## config.mk

```make
export PLATFORM = sky130hd
export DESIGN_NAME = nvc_host
export DESIGN_NICKNAME = d
export VERILOG_FILES = /design/src/inc/nvc_pkg.sv /design/src/logic/nvc_host.sv /design/src/logic/nvc_timer.sv
export SDC_FILE = /design/constraint.sdc
export NUM_CORES = 1
export LEC_CHECK = 0
export BUFFER_PORTS_ARGS = -buffer_cell sky130_fd_sc_hd__buf_2
export CAP_MARGIN = 40
export CORE_UTILIZATION = 60
export CTS_BUF_LIST = sky130_fd_sc_hd__clkbuf_8
export DETAILED_ROUTE_END_ITERATION = 16
export PLACE_DENSITY = 0.88
export REMOVE_ABC_BUFFERS = 1
export SETUP_SLACK_MARGIN = 0.15
export SLEW_MARGIN = 5
export SYNTH_ARGS = -nofsm -noshare
export SYNTH_HDL_FRONTEND = slang
export SYNTH_SLANG_ARGS = --single-unit
```

## constraint.sdc

```tcl
create_clock -name clk_sys -period 5.5 [get_ports clk_sys]
set_input_delay 0.55 -clock clk_sys [delete_from_list [all_inputs] [get_ports clk_sys]]
set_output_delay 0.55 -clock clk_sys [all_outputs]
set_load 0.02 [all_outputs]
```

## src/inc/nvc_pkg.sv

```systemverilog
// Functional notes
// - host holds address stable through the write
// - host keeps output enable high during writes
// - host pulls busy pin low to request store
// - host releases busy pin; accesses blocked until it reads high and recovery ends
// - six ordered reads with strobe high start store
`default_nettype none
package nvc_pkg;
  // ------------------------------------------------------------
  // widths and timing
  // ------------------------------------------------------------
  localparam int ADDR_W = 18;
  localparam int DATA_W = 16;
  localparam int SEQ_LAST = 5;
  localparam int CLK_FREQ_MHZ = 40;
  localparam int RD_ACCESS_NS = 50;
  localparam int WR_PULSE_NS = 50;
  localparam int STORE_START_DELAY_NS = 100;
  localparam int POST_STORE_RECOVERY_NS = 100;

  function automatic int ns_to_cyc(input int ns);
    int c;
    c = (ns * CLK_FREQ_MHZ + 999) / 1000;
    return (c < 1) ? 1 : c;
  endfunction

  localparam int RD_CYC = ns_to_cyc(RD_ACCESS_NS);
  localparam int WR_CYC = ns_to_cyc(WR_PULSE_NS);
  localparam int START_CYC = ns_to_cyc(STORE_START_DELAY_NS);
  localparam int RECOVERY_CYC = ns_to_cyc(POST_STORE_RECOVERY_NS);
  localparam logic [7:0] RD_LOAD = 8'(RD_CYC - 1);
  localparam logic [7:0] WR_LOAD = 8'(WR_CYC - 1);
  localparam logic [7:0] START_LOAD = 8'(START_CYC - 1);
  localparam logic [7:0] RECOVERY_LOAD = 8'(RECOVERY_CYC - 1);
  localparam logic [7:0] SETTLE_LOAD = 8'h00;

  // ------------------------------------------------------------
  // types
  // ------------------------------------------------------------
  typedef enum logic [1:0] {
    NVC_CMD_READ = 2'h0,
    NVC_CMD_WRITE = 2'h1,
    NVC_CMD_HW_STORE = 2'h2,
    NVC_CMD_SW_STORE = 2'h3
  } nvc_cmd_e;

  typedef enum logic [7:0] {
    ST_IDLE = 8'h01,
    ST_RD = 8'h02,
    ST_WR_SETUP = 8'h04,
    ST_WR = 8'h08,
    ST_END = 8'h10,
    ST_HS_PULL = 8'h20,
    ST_HS_WAIT = 8'h40,
    ST_RECOVER = 8'h80
  } nvc_state_e;

  typedef struct packed {
    nvc_cmd_e cmd;
    logic [ADDR_W-1:0] addr;
    logic [DATA_W-1:0] wdata;
    logic [1:0] be_n;
  } nvc_req_s;

  typedef struct packed {
    logic ce_n;
    logic oe_n;
    logic we_n;
    logic upper_byte_en_n;
    logic lower_byte_en_n;
    logic [ADDR_W-1:0] addr;
    logic [DATA_W-1:0] dq_o;
    logic dq_oe_n;
    logic store_busy_n_o;
    logic store_busy_n_oe_n;
  } nvc_pins_s;

  typedef struct packed {
    logic rvalid;
    logic done;
    logic [DATA_W-1:0] rdata;
  } nvc_rsp_s;

  localparam nvc_pins_s PINS_IDLE = '{
    ce_n: 1'b1, oe_n: 1'b1, we_n: 1'b1, upper_byte_en_n: 1'b1,
    lower_byte_en_n: 1'b1, addr: 18'h0_0000, dq_o: 16'h0000, dq_oe_n: 1'b1,
    store_busy_n_o: 1'b0, store_busy_n_oe_n: 1'b1};
  localparam nvc_rsp_s RSP_IDLE = '{rvalid: 1'b0, done: 1'b0, rdata: 16'h0000};

  function automatic logic [ADDR_W-1:0] seq_addr(input logic [2:0] i);
    logic [15:0] a;
    case (i)
      3'h0: a = 16'h4e38;
      3'h1: a = 16'hb1c7;
      3'h2: a = 16'h83e0;
      3'h3: a = 16'h7c1f;
      3'h4: a = 16'h703f;
      default: a = 16'h8fc0;
    endcase
    return {2'h0, a};
  endfunction
endpackage
`default_nettype wire

```

## src/logic/nvc_host.sv

```systemverilog
`default_nettype none
module nvc_host
  import nvc_pkg::*;
(
  input wire logic clk_sys,
  input wire logic arst_n,
  input wire logic clk_en,
  input wire logic req_valid,
  input wire nvc_req_s req,
  output var logic req_ready,
  output var nvc_rsp_s rsp,
  output var nvc_pins_s pins,
  input wire logic [DATA_W-1:0] dq_i,
  input wire logic store_busy_n_i
);
  typedef struct packed {
    nvc_state_e state;
    nvc_pins_s pins;
    logic req_ready;
    nvc_rsp_s rsp;
    logic [2:0] idx;
    logic sw;
    logic store_cmd;
  } nvc_host_st_s;

  localparam nvc_host_st_s ST_RST = '{
    state: ST_IDLE, pins: PINS_IDLE, req_ready: 1'b0, rsp: RSP_IDLE,
    idx: 3'h0, sw: 1'b0, store_cmd: 1'b0};

  nvc_host_st_s st_reg;
  nvc_host_st_s st_next;
  logic tmr_load;
  logic [7:0] tmr_val;
  logic tmr_zero;
  logic accept;

  nvc_timer u_timer (
    .clk_sys(clk_sys),
    .arst_n(arst_n),
    .clk_en(clk_en),
    .load(tmr_load),
    .load_val(tmr_val),
    .expired(tmr_zero)
  );

  // ------------------------------------------------------------
  // sequencer
  // ------------------------------------------------------------
  always_comb begin
    st_next = st_reg;
    st_next.rsp.rvalid = 1'b0;
    st_next.rsp.done = 1'b0;
    tmr_load = 1'b0;
    tmr_val = 8'h00;
    accept = req_valid && st_reg.req_ready && store_busy_n_i;
    case (st_reg.state)
      ST_IDLE: begin
        st_next.pins = PINS_IDLE;
        st_next.req_ready = store_busy_n_i && !accept;
        if (!store_busy_n_i) begin
          st_next.state = ST_HS_WAIT;
          st_next.store_cmd = 1'b0;
          tmr_load = 1'b1;
          tmr_val = SETTLE_LOAD;
        end else if (accept) begin
          st_next.store_cmd = 1'b0;
          st_next.sw = 1'b0;
          st_next.pins.addr = req.addr;
          st_next.pins.upper_byte_en_n = req.be_n[1];
          st_next.pins.lower_byte_en_n = req.be_n[0];
          case (req.cmd)
            NVC_CMD_READ: begin
              st_next.pins.ce_n = 1'b0;
              st_next.pins.oe_n = 1'b0;
              st_next.state = ST_RD;
              tmr_load = 1'b1;
              tmr_val = RD_LOAD;
            end
            NVC_CMD_WRITE: begin
              st_next.pins.ce_n = 1'b0;
              st_next.pins.dq_o = req.wdata;
              st_next.pins.dq_oe_n = 1'b0;
              st_next.state = ST_WR_SETUP;
            end
            NVC_CMD_HW_STORE: begin
              st_next.pins.store_busy_n_oe_n = 1'b0;
              st_next.store_cmd = 1'b1;
              st_next.state = ST_HS_PULL;
              tmr_load = 1'b1;
              tmr_val = START_LOAD;
            end
            default: begin
              st_next.sw = 1'b1;
              st_next.store_cmd = 1'b1;
              st_next.idx = 3'h0;
              st_next.pins.addr = seq_addr(3'h0);
              st_next.pins.upper_byte_en_n = 1'b0;
              st_next.pins.lower_byte_en_n = 1'b0;
              st_next.pins.ce_n = 1'b0;
              st_next.pins.oe_n = 1'b0;
              st_next.state = ST_RD;
              tmr_load = 1'b1;
              tmr_val = RD_LOAD;
            end
          endcase
        end
      end
      ST_RD: begin
        if (tmr_zero) begin
          st_next.rsp.rdata = dq_i;
          st_next.rsp.rvalid = !st_reg.sw;
          st_next.pins.ce_n = 1'b1;
          st_next.pins.oe_n = 1'b1;
          st_next.state = ST_END;
        end
      end
      ST_WR_SETUP: begin
        st_next.pins.we_n = 1'b0;
        st_next.state = ST_WR;
        tmr_load = 1'b1;
        tmr_val = WR_LOAD;
      end
      ST_WR: begin
        if (tmr_zero) begin
          st_next.pins.we_n = 1'b1;
          st_next.pins.ce_n = 1'b1;
          st_next.state = ST_END;
        end
      end
      ST_END: begin
        st_next.pins.dq_oe_n = 1'b1;
        st_next.pins.upper_byte_en_n = 1'b1;
        st_next.pins.lower_byte_en_n = 1'b1;
        if (st_reg.sw && st_reg.idx != 3'(SEQ_LAST) && !store_busy_n_i) begin
          // device went busy mid sequence: give up
          st_next.sw = 1'b0;
          st_next.store_cmd = 1'b0;
          st_next.state = ST_HS_WAIT;
          tmr_load = 1'b1;
          tmr_val = SETTLE_LOAD;
        end else if (st_reg.sw && st_reg.idx != 3'(SEQ_LAST)) begin
          st_next.idx = st_reg.idx + 3'h1;
          st_next.pins.addr = seq_addr(st_reg.idx + 3'h1);
          st_next.pins.upper_byte_en_n = 1'b0;
          st_next.pins.lower_byte_en_n = 1'b0;
          st_next.pins.ce_n = 1'b0;
          st_next.pins.oe_n = 1'b0;
          st_next.state = ST_RD;
          tmr_load = 1'b1;
          tmr_val = RD_LOAD;
        end else if (st_reg.sw) begin
          // sixth read done: device may already be busy
          st_next.sw = 1'b0;
          st_next.state = ST_HS_WAIT;
          tmr_load = 1'b1;
          tmr_val = START_LOAD;
        end else begin
          st_next.rsp.done = 1'b1;
          st_next.req_ready = store_busy_n_i;
          st_next.state = ST_IDLE;
        end
      end
      ST_HS_PULL: begin
        if (tmr_zero) begin
          st_next.pins.store_busy_n_oe_n = 1'b1;
          st_next.state = ST_HS_WAIT;
          tmr_load = 1'b1;
          tmr_val = SETTLE_LOAD;
        end
      end
      ST_HS_WAIT: begin
        if (tmr_zero && store_busy_n_i) begin
          st_next.state = ST_RECOVER;
          tmr_load = 1'b1;
          tmr_val = RECOVERY_LOAD;
        end
      end
      ST_RECOVER: begin
        if (!store_busy_n_i) begin
          st_next.state = ST_HS_WAIT;
          tmr_load = 1'b1;
          tmr_val = SETTLE_LOAD;
        end else if (tmr_zero) begin
          st_next.rsp.done = st_reg.store_cmd;
          st_next.store_cmd = 1'b0;
          st_next.req_ready = 1'b1;
          st_next.state = ST_IDLE;
        end
      end
      default: begin
        st_next = ST_RST;
      end
    endcase
  end

  always_ff @(posedge clk_sys or negedge arst_n) begin
    if (!arst_n) begin
      st_reg <= ST_RST;
    end else if (clk_en) begin
      st_reg <= st_next;
    end
  end

  assign req_ready = st_reg.req_ready;
  assign rsp = st_reg.rsp;
  assign pins = st_reg.pins;

  // ------------------------------------------------------------
  // checks
  // ------------------------------------------------------------
  localparam int start_cyc_c = START_CYC;
endmodule
`default_nettype wire

```

## src/logic/nvc_timer.sv

```systemverilog
`default_nettype none
module nvc_timer
  import nvc_pkg::*;
(
  input wire logic clk_sys,
  input wire logic arst_n,
  input wire logic clk_en,
  input wire logic load,
  input wire logic [7:0] load_val,
  output var logic expired
);
  typedef struct packed {
    logic [7:0] cnt;
    logic zero;
  } nvc_tmr_st_s;

  nvc_tmr_st_s st_reg;
  nvc_tmr_st_s st_next;

  always_comb begin
    st_next = st_reg;
    if (load) begin
      st_next.cnt = load_val;
    end else if (st_reg.cnt != 8'h00) begin
      st_next.cnt = st_reg.cnt - 8'h01;
    end
    st_next.zero = (st_next.cnt == 8'h00);
  end

  always_ff @(posedge clk_sys or negedge arst_n) begin
    if (!arst_n) begin
      st_reg <= '{cnt: 8'h00, zero: 1'b1};
    end else if (clk_en) begin
      st_reg <= st_next;
    end
  end

  assign expired = st_reg.zero;
endmodule
`default_nettype wire

```

### Yosys cells after proc, flatten, opt, wreduce, memory -nomap -nowiden

Index checks and enable logic that the tools add are counted.
W data, S select, Z words.

* logic and storage cells: 183
* flip-flop bits (word level): 82

* add/sub/neg operators: 2
* bitwise operators: 8
* equal/unequal tests: 32
* reductions and logical operators: 37
* muxes and demuxes: 85

Operator list (count)
* $pmux W16 S5: 1
* $mux W37: 2
* $mux W8: 9
* $pmux W16 S2: 2
* $pmux W8 S8: 1
* $mux W20: 3
* $pmux W20 S3: 1
* $mux W1: 33
* $reduce_and A7 Y1: 3
* $mux W10: 2
* $ne A2 B2 Y1 const B: 10
* $mux W2: 9
* $mux W17: 1
* $mux W16: 1
* $reduce_or A5 Y1: 3
* $reduce_or A7 Y1: 2
* $pmux W1 S4: 3
* $pmux W4 S3: 1
* $pmux W6 S2: 1
* $reduce_and A6 Y1: 2
* $reduce_or A6 Y1: 2
* $reduce_and A5 Y1: 2
* $mux W9: 1
* $ne A3 B3 Y1 const B: 3
* 40 further kinds: 66

### Logic depth before layout (Yosys ltp)

Gate-level depths: netlist of run 1.

* depth in word-level cells: 7
* mapped depth: 10
* mapped depth without buffers: 8

### Cells and area by module

Synthesis of run 1 repeated with hierarchy kept, for this count alone.

* cell total of the unflattened synthesis: 568
* area total of the unflattened synthesis: 5387.7 sq um

By module, submodules not included
* nvc_host: area an instance 4650.7 sq um, sequential area each 1836.8 sq um, cells an instance 481, instances 1
* nvc_timer: area an instance 737.0 sq um, sequential area each 226.5 sq um, cells an instance 87, instances 1

### Least setup slack after synthesis of run 1

Ideal clock, no wire load.

* path kind: register to register
* start: reg st_reg[66] (netlist name)
* end: reg u_timer.st_reg (netlist bit u_timer.expired)
* arrival: 2.227 ns
* path buffers: 1
* path slack: 3.200 ns
* cell stages (with the launch flop): 8
* required time: 5.427 ns
* path through: dfstp_2 -> or4b_4 -> or2_0 -> buf_6 -> o311ai_4 -> mux2i_1 -> o211ai_1 -> a21boi_1

* cells in the longest elaborated chain, start to end: 4
* elaborated cells on any way between the ends: 10
* classes of those cells: eq/ne (6); mux (3); reduce/logical (1)

Ends and longest elaborated chain
* from (decl): RTL line nvc_host.sv:30 `nvc_host_st_s st_reg;`
* from (signal assigned): RTL line nvc_host.sv:200 `st_reg <= st_next;`
* $eq A8 B8 Y1 (tied with other cells): RTL line nvc_host.sv:56 `case (st_reg.state)`
* $pmux W1 S6 or $pmux W2 S4 (tied branches): RTL line nvc_host.sv:56
* $mux W8 *: RTL line nvc_timer.sv:22 `if (load) begin`
* $logic_not A8 Y1 *: RTL line nvc_timer.sv:27 `st_next.zero = (st_next.cnt == 8'h00);`
* to (signal assigned): RTL line nvc_timer.sv:32 `st_reg <= '{cnt: 8'h00, zero: 1'b1};`
* to (signal assigned): RTL line nvc_timer.sv:34 `st_reg <= st_next;`
* to (decl): RTL line nvc_timer.sv:17 `nvc_tmr_st_s st_reg;`

Every way passes the cells marked *; elsewhere a longest branch is shown, timed or not.
A chain may end at the register's enable or synchronous reset.

### Worst setup path after layout of run 1

* start: reg st_reg[70] (netlist name)
* end: reg st_reg (netlist bit pins[4])

* cells in the longest elaborated chain, start to end: 4
* elaborated cells on any way between the ends: 12
* classes of those cells: eq/ne (8); mux (1); bitwise (1); reduce/logical (2)

Ends and longest elaborated chain (RTL line)
* $eq A8 B8 Y1 (tied with other cells): nvc_host.sv:56
* $reduce_or A7 Y1 (no source line)
* $not A1 Y1 (no source line)
* $reduce_and A2 Y1 (no source line)

Parallel ways exist; a longest one is shown, timed or not.

==> results.yml, run 1 <==
floorplan:
  boundaryPins: 120
  die_w_um: 93.0
  die-area_mm2: 0.00864
  die_h_um: 93.0
  core_mm2: 0.00785
  start_util_pct: 63.3
  rows: 32
finish:
  regArea_mm2: 0.00206
  fill_cells: 622
  antenna_cells: 0
  synthToLayoutAreaGrowth_pct: 7.81
  multi_input_area_mm2: 0.00224
  drive_gt1_share_pct: 27.3
  final_util_pct: 68.2
  instances_no_fill: 721
  final_nets: 686
  largest_reg_flops: 41
power_and_ir_drop:
  pwr_density_cell_mw_per_mm2: 411
  total_power_uw: 2200
  p_comb_share_pct: 41.4
  p_seq_share_pct: 38.1
  p_sw_uw: 902
  p_leak_uw: 0.00264
  p_clk_share_pct: 20.4
  p_int_uw: 1300
  vdd_drop_max_v: 0.000182
  swShare_pct: 41.0
synth:
  synth_edf_count: 0
  ys_async_sr_fraction_pct: 100
  synth_top_area_share_pct: 36.8
  syn_avg_cell_area_um2: 8.73
  ys.flop_type: "dfrtp_1"
  synth.cell_area_mm2: 0.00497
  yosys_warnings: 0
  ys_seq_area_share_pct: 41.5
  synth_cell_type_count: 70
  netlist_instances: 569
  synth-seq-cells: 82
  synth_top_cell_by_area: "dfrtp_1"
  synth_area_leaders: "dfrtp_1 (37%), buf_4 (9.4%), nand2_1 (7.3%), dfstp_2 (4.8%), o21ai_0 (4.2%)"
detailed_routing:
  ant_nets: 0
  wl_per_cell_um: 15.2
  drc: 0
  first_pass_iters: 6
  wl_um: 10900
  routed_via_density: 5.78
  drtIter0Drc: 342
  via_count: 4170
worst_setup_path:
  cp_num_buf_inv: 0
  cp_data_required_time_ns: 5.69
  crit_path_top_delay_cell: "nor4_1"
  cp_top_family: "simple AND/OR/NAND/NOR gates"
  start_kind: "register"
  crit_fanout: 32
  cp_cell_sequence: "nor4_1, and4b_1, or4_1, nand2b_1, o21ai_0"
  crit_path_end_kind: "register"
  critPathMaxStageDelay_ns: 0.87
  reg2reg_from: "st_reg[70]$_DFFE_PN0P_"
  rrSetupSlack_ns: 1.60
  reg2reg_to: "pins[4]$_DFFE_PN0P_"
  criticalPathCategory: "register to register"
  crit_arrival_ns: 4.09
  reg2reg_depth: 5
clock_network:
  ctsHoldBuffers: 0
  h-tree-depth: 3
  clk_latency_ns: 0.37
  cts_sinks: 82
  cts_setup_buffers: 0
  cts_tree: "built"
  root_buffer: "clkbuf_8"
  clk_pin_slew_ns: 0.09
  clockBufferDepth: 2
  cts_buffers: 9
  ctsResizeCount: 0
min_path:
  hold_class: "primary input to asynchronous set/reset pin"
outcome:
  status: "complete, no violations"
global_routing:
  overflow: 0
  grt_max_degree: 53
  grt_pass1_wl_um: 17800
  grt_pass1_vias: 3781
  track_usage_pct: 26.0
  antenna_found_initial: 0
place:
  dpl.hpwl_um: 8030
  dp.cells: 704
  gp_congestion: 0.874
  post-place-ws_ns: 1.68
  port_buffers: 118
timing:
  timing.final.crit_share_pct: 70.9
  period_minus_slack_ns: 3.90
  fin_ws_ns: 1.60
  rsz0062_at_grt: "false"
  hold_viol: 0
  clock.fmax_mhz: 256
  tightest_slew_ns: 0.984
  slew_viol_final: 0
  clock_skew_ns: 0.0156
  setup_viol: 0
  relSlewSlack_pct: 33.8
  tns_ns: 0
job:
  cap_violations: 0
placed cells by master (no fill, tap or decap), types with 3 or more instances in the layout:
cell type | Yosys | layout
mux2i_1 | 7 | 7
buf_2 | 13 | 118
nor2_1 | 43 | 43
and3_1 | 5 | 5
inv_1 | 21 | 22
ha_1 | 13 | 13
o211ai_1 | 3 | 3
or4_1 | 4 | 4
o21ai_0 | 42 | 42
dfstp_2 | 9 | 9
clkbuf_8 | 0 | 10
buf_4 | 62 | 3
xnor2_1 | 3 | 3
o21a_1 | 6 | 6
nand4_1 | 4 | 4
o21ai_1 | 4 | 4
nand3_1 | 27 | 27
nand4b_1 | 4 | 4
nand2_1 | 97 | 97
nor4_1 | 7 | 7
mux2_2 | 7 | 7
dfrtp_1 | 73 | 73
a21oi_1 | 28 | 28
a31oi_1 | 11 | 11
nor3b_1 | 3 | 3
nor3_1 | 7 | 6
worst max path at each step:
stage / to / cells past startpoint / startpoint / slack (ns)
after detailed placement: pins[3]$_DFFE_PN0P_ / 5 / st_reg[70]$_DFFE_PN0P_ / 1.68
after floorplan: pins[10]$_DFFE_PN0P_ / 5 / st_reg[70]$_DFFE_PN0P_ / 2.50
final: pins[4]$_DFFE_PN0P_ / 5 / st_reg[70]$_DFFE_PN0P_ / 1.60
after global placement: pins[13]$_DFFE_PN0P_ / 5 / st_reg[70]$_DFFE_PN0P_ / 1.95
after CTS: pins[4]$_DFFE_PN0P_ / 5 / st_reg[70]$_DFFE_PN0P_ / 1.67
after global routing: pins[17]$_DFFE_PN0P_ / 5 / st_reg[70]$_DFFE_PN0P_ / 1.22
layout make-up:
| type | count | area share (%) |
|---|---|---|
| clock inverter | 6 | 1.24 |
| tap | 102 | 2.38 |
| inverter | 21 | 1.47 |
| timing repair buffer | 122 | 12.0 |
| clock buffer | 10 | 2.57 |
| sequential | 82 | 38.5 |
| multi-input combinational | 378 | 41.8 |
synth_stat cells, types with 2 or more instances:
cell       count
mux2_1         2
and4_1         2
nand4b_1       4
nor4_1         7
o21ai_0       42
buf_4         62
mux2_2         7
ha_1          13
nand3_1       27
o21a_1         6
and3_1         5
o31ai_1        2
xnor2_1        3
nand2b_1       2
and2_1         2
and3b_1        2
buf_2         13
nand2_1       97
nor2_1        43
buf_1          2
o22ai_1        2
clkbuf_1       8
a21o_1         2
inv_1         21
mux2i_1        7
o2bb2ai_1      2
clkbuf_2       2
nand4_1        4
or3_1          2
nor3_1         7
o21ai_1        4
o211ai_1       3
a31oi_1       11
dfrtp_1       73
nor2b_1        2
xor2_1         2
a21oi_1       28
dfstp_2        9
or4_1          4
nor3b_1        3
cell families (layout without fill, tap and decap cells):
family	Yosys count	count (layout)	share of synthesized area, %
AOI/OAI and AO/OA	118	118	15.4
muxes	16	16	3.45
and+or+nand+nor	225	225	21.9
DFF	82	82	41.5
xor gates and xnor gates	5	5	0.882
buffers and inverters	109	159	13.5
other	1	1	0.0755
adders and majority gates	13	13	3.28
metrics by stage:
step / hold WS [ns] / area (µm²)
global placement: 0.445 / 5100
global route: 0.138 / 5350
detailed placement: 0.456 / 5140
floorplan: 0.254 / 4380
finish: 0.106 / 5350
CTS: 0.122 / 5350
power by group through the flow:
stage          clock [µW]  combinational, µW  sequential [µW]
5_1_grt               481                998              857
3_3_place_gp            0                860              841
4_1_cts               454                902              837
6_report              449                912              840
2_1_floorplan           0                549              924
3_5_place_dp            0                898              847
layer usage:
metal | wire length, µm | global-route usage [%] | up-vias
li1 | - | - | 1979
met4 | 241 | 10.6 | 0
met3 | 582 | 4.55 | 27
met2 | 5530 | 44.0 | 148
met5 | 0 | 0 | -
met1 | 4590 | 33.1 | 2016
Power figures use the tool's default switching activity.
==> run 2, diff against run 1 <==
--- a/config.mk
+++ b/config.mk
@@ -7,10 +7,10 @@
 export LEC_CHECK = 0
 export BUFFER_PORTS_ARGS = -buffer_cell sky130_fd_sc_hd__buf_2
 export CAP_MARGIN = 40
-export CORE_UTILIZATION = 60
+export CORE_UTILIZATION = 50
 export CTS_BUF_LIST = sky130_fd_sc_hd__clkbuf_8
 export DETAILED_ROUTE_END_ITERATION = 16
-export PLACE_DENSITY = 0.88
+export PLACE_DENSITY = 0.78
 export REMOVE_ABC_BUFFERS = 1
 export SETUP_SLACK_MARGIN = 0.15
 export SLEW_MARGIN = 5
==> constraint.sdc (replaced) <==
create_clock -name clk_sys -period 3.5 [get_ports clk_sys]
set_input_delay 0.35 -clock clk_sys [delete_from_list [all_inputs] [get_ports clk_sys]]
set_output_delay 0.35 -clock clk_sys [all_outputs]
set_load 0.02 [all_outputs]
==> run 2 against run 1 <==
Worst hold slack better by 0.098 ns. Worst setup slack worse by 0.99 ns. Final area up 0.86%. Routed wire length up 2.5%. Register-to-register slack worse by 0.99 ns. Sequential share of layout area down 0.33 points. Clock power up 41%. Largest cell class unchanged.
==> results.yml, run 2 (synthesis results as in run 1) <==
detailed_routing:
  routed_via_density: 5.42
  ant_nets: 0
  via_count: 4095
  wl_um: 11200
  wl_per_cell_um: 14.8
  drc: 0
  first_pass_iters: 8
  drtIter0Drc: 281
worst_setup_path:
  critPathMaxStageDelay_ns: 0.61
  crit_path_end_kind: "register"
  cp_data_required_time_ns: 3.75
  crit_top_cell: "or4_1"
  cp_num_buf_inv: 0
  crit_path_top_delay_cell: "or4_1"
  criticalPathCategory: "register to register"
  cp_top_family: "simple AND/OR/NAND/NOR gates"
  crit_fanout: 35
  start_kind: "register"
  cp_cell_sequence: "or4_1, o31ai_2, or4_1, nor2_8, o21ai_2, mux2_1"
  crit_arrival_ns: 3.14
power_and_ir_drop:
  p_leak_uw: 0.00264
  pwr_density_cell_mw_per_mm2: 629
  vdd_drop_max_v: 0.000265
min_path:
  hold_class: "primary input to register"
clock_network:
  clk_pin_slew_ns: 0.09
  cts_sinks: 82
  cts_setup_buffers: 0
  cts_tree: "built"
  cts_buffers: 9
  h-tree-depth: 3
  clockBufferDepth: 2
  clk_latency_ns: 0.36
  ctsResizeCount: 0
  root_buffer: "clkbuf_8"
finish:
  largest_reg_flops: 41
  layout_common_cells: "buf_2 (117), nand2_1 (97), dfrtp_1 (73)"
  drive_gt1_share_pct: 27.6
  synthToLayoutAreaGrowth_pct: 8.74
  final_nets: 690
  antenna_cells: 0
  instances_no_fill: 756
  final_area_mm2: 0.00540
  final_common_cell: "buf_2"
timing:
  setup_viol: 0
  clock_skew_ns: 0.0102
  slew_viol_final: 0
  hold_viol: 0
  rsz0062_at_grt: "false"
  clock.fmax_mhz: 346
  period_minus_slack_ns: 2.89
  tns_ns: 0
  relSlewSlack_pct: 51.1
  tightest_slew_ns: 0.728
  timing.final.crit_share_pct: 82.7
  whs_ns: 0.204
global_routing:
  antenna_found_initial: 0
  track_usage_pct: 21.8
  grt_max_degree: 50
  overflow: 0
  grt_pass1_vias: 3646
  grt_pass1_wl_um: 17800
floorplan:
  boundaryPins: 120
  core_mm2: 0.00968
  die-area_mm2: 0.0103
  rows: 36
  die_w_um: 102
  die_h_um: 102
  start_util_pct: 51.3
place:
  dpl.hpwl_um: 8180
  postPlaceCellArea_mm2: 0.00521
  dp.cells: 739
  gp_congestion: 0.951
  port_buffers: 118
outcome:
  status: "complete, no violations"
job:
  cap_violations: 0
-- run 2: through the flow --
| stage | utilization, % | total power (µW) | setup slack (ns) |
|---|---|---|---|
| finish | 55.8 | 3400 | 0.606 |
| global route | 55.8 | 3630 | 0.471 |
| CTS | 55.8 | 3410 | 0.637 |
| detailed placement | 53.8 | 2760 | 0.642 |
| global placement | 53.5 | 2710 | 0.738 |
| floorplan | - | 2320 | 0.501 |
-- run 2: repair_timing --
| item | in CTS | in global routing |
|---|---|---|
| setup endpoints to repair | 0 | 0 |
| hold endpoints to repair | 32 | 0 |
| hold buffers | 1 | 0 |
-- run 2: final cells by class --
type | instances | area [µm²]
fill | 889 | 4280
multi-input combinational | 378 | 2240
sequential | 82 | 2060
timing repair buffer | 126 | 676
tap | 133 | 166
clock buffer | 9 | 124
inverter | 21 | 78.8
clock inverter | 7 | 52.6
-- run 2: worst paths after layout --
kind                                   startpoint                     to  slack [ns]  cells past startpoint
max                        st_reg[67]$_DFFE_PN0P_  st_reg[2]$_DFFE_PN0P_        0.61                      6
min                                       dq_i[2]     rsp[2]$_DFFE_PN0P_        0.20                      3
max reg2reg                st_reg[67]$_DFFE_PN0P_  st_reg[2]$_DFFE_PN0P_        0.61                      6
min reg2reg                    rsp[9]$_DFFE_PN0P_     rsp[9]$_DFFE_PN0P_        0.47                      2
max in group asynchronous                  arst_n   pins[39]$_DFFE_PN1P_        2.34                      3
min in group asynchronous                  arst_n   pins[27]$_DFFE_PN0P_        0.49                      2
-- run 2: worst reg2reg max path, delay by kind of cell, from the launching register on --
kind	cells	cell delay (ns)
AO/OA/AOI/OAI	2	0.66
multiplexers	1	0.37
AND/OR/NAND/NOR	3	1.29
flip-flops	1	0.47
-- run 2: metal layers --
layer,vias to the layer above,global-route usage (%),share of wire (%)
li1,2002,-,-
met2,180,34.9,47
met4,0,9.14,2.3
met3,28,3.11,6.2
met1,1885,29.7,44
met5,-,0,0
-- run 2: power by group --
| part | switching, µW | internal [µW] | leakage, µW |
|---|---|---|---|
| sequential | 176 | 1140 | 0.00107 |
| combinational | 891 | 553 | 0.00148 |
| clock | 371 | 261 | 0.0000837 |
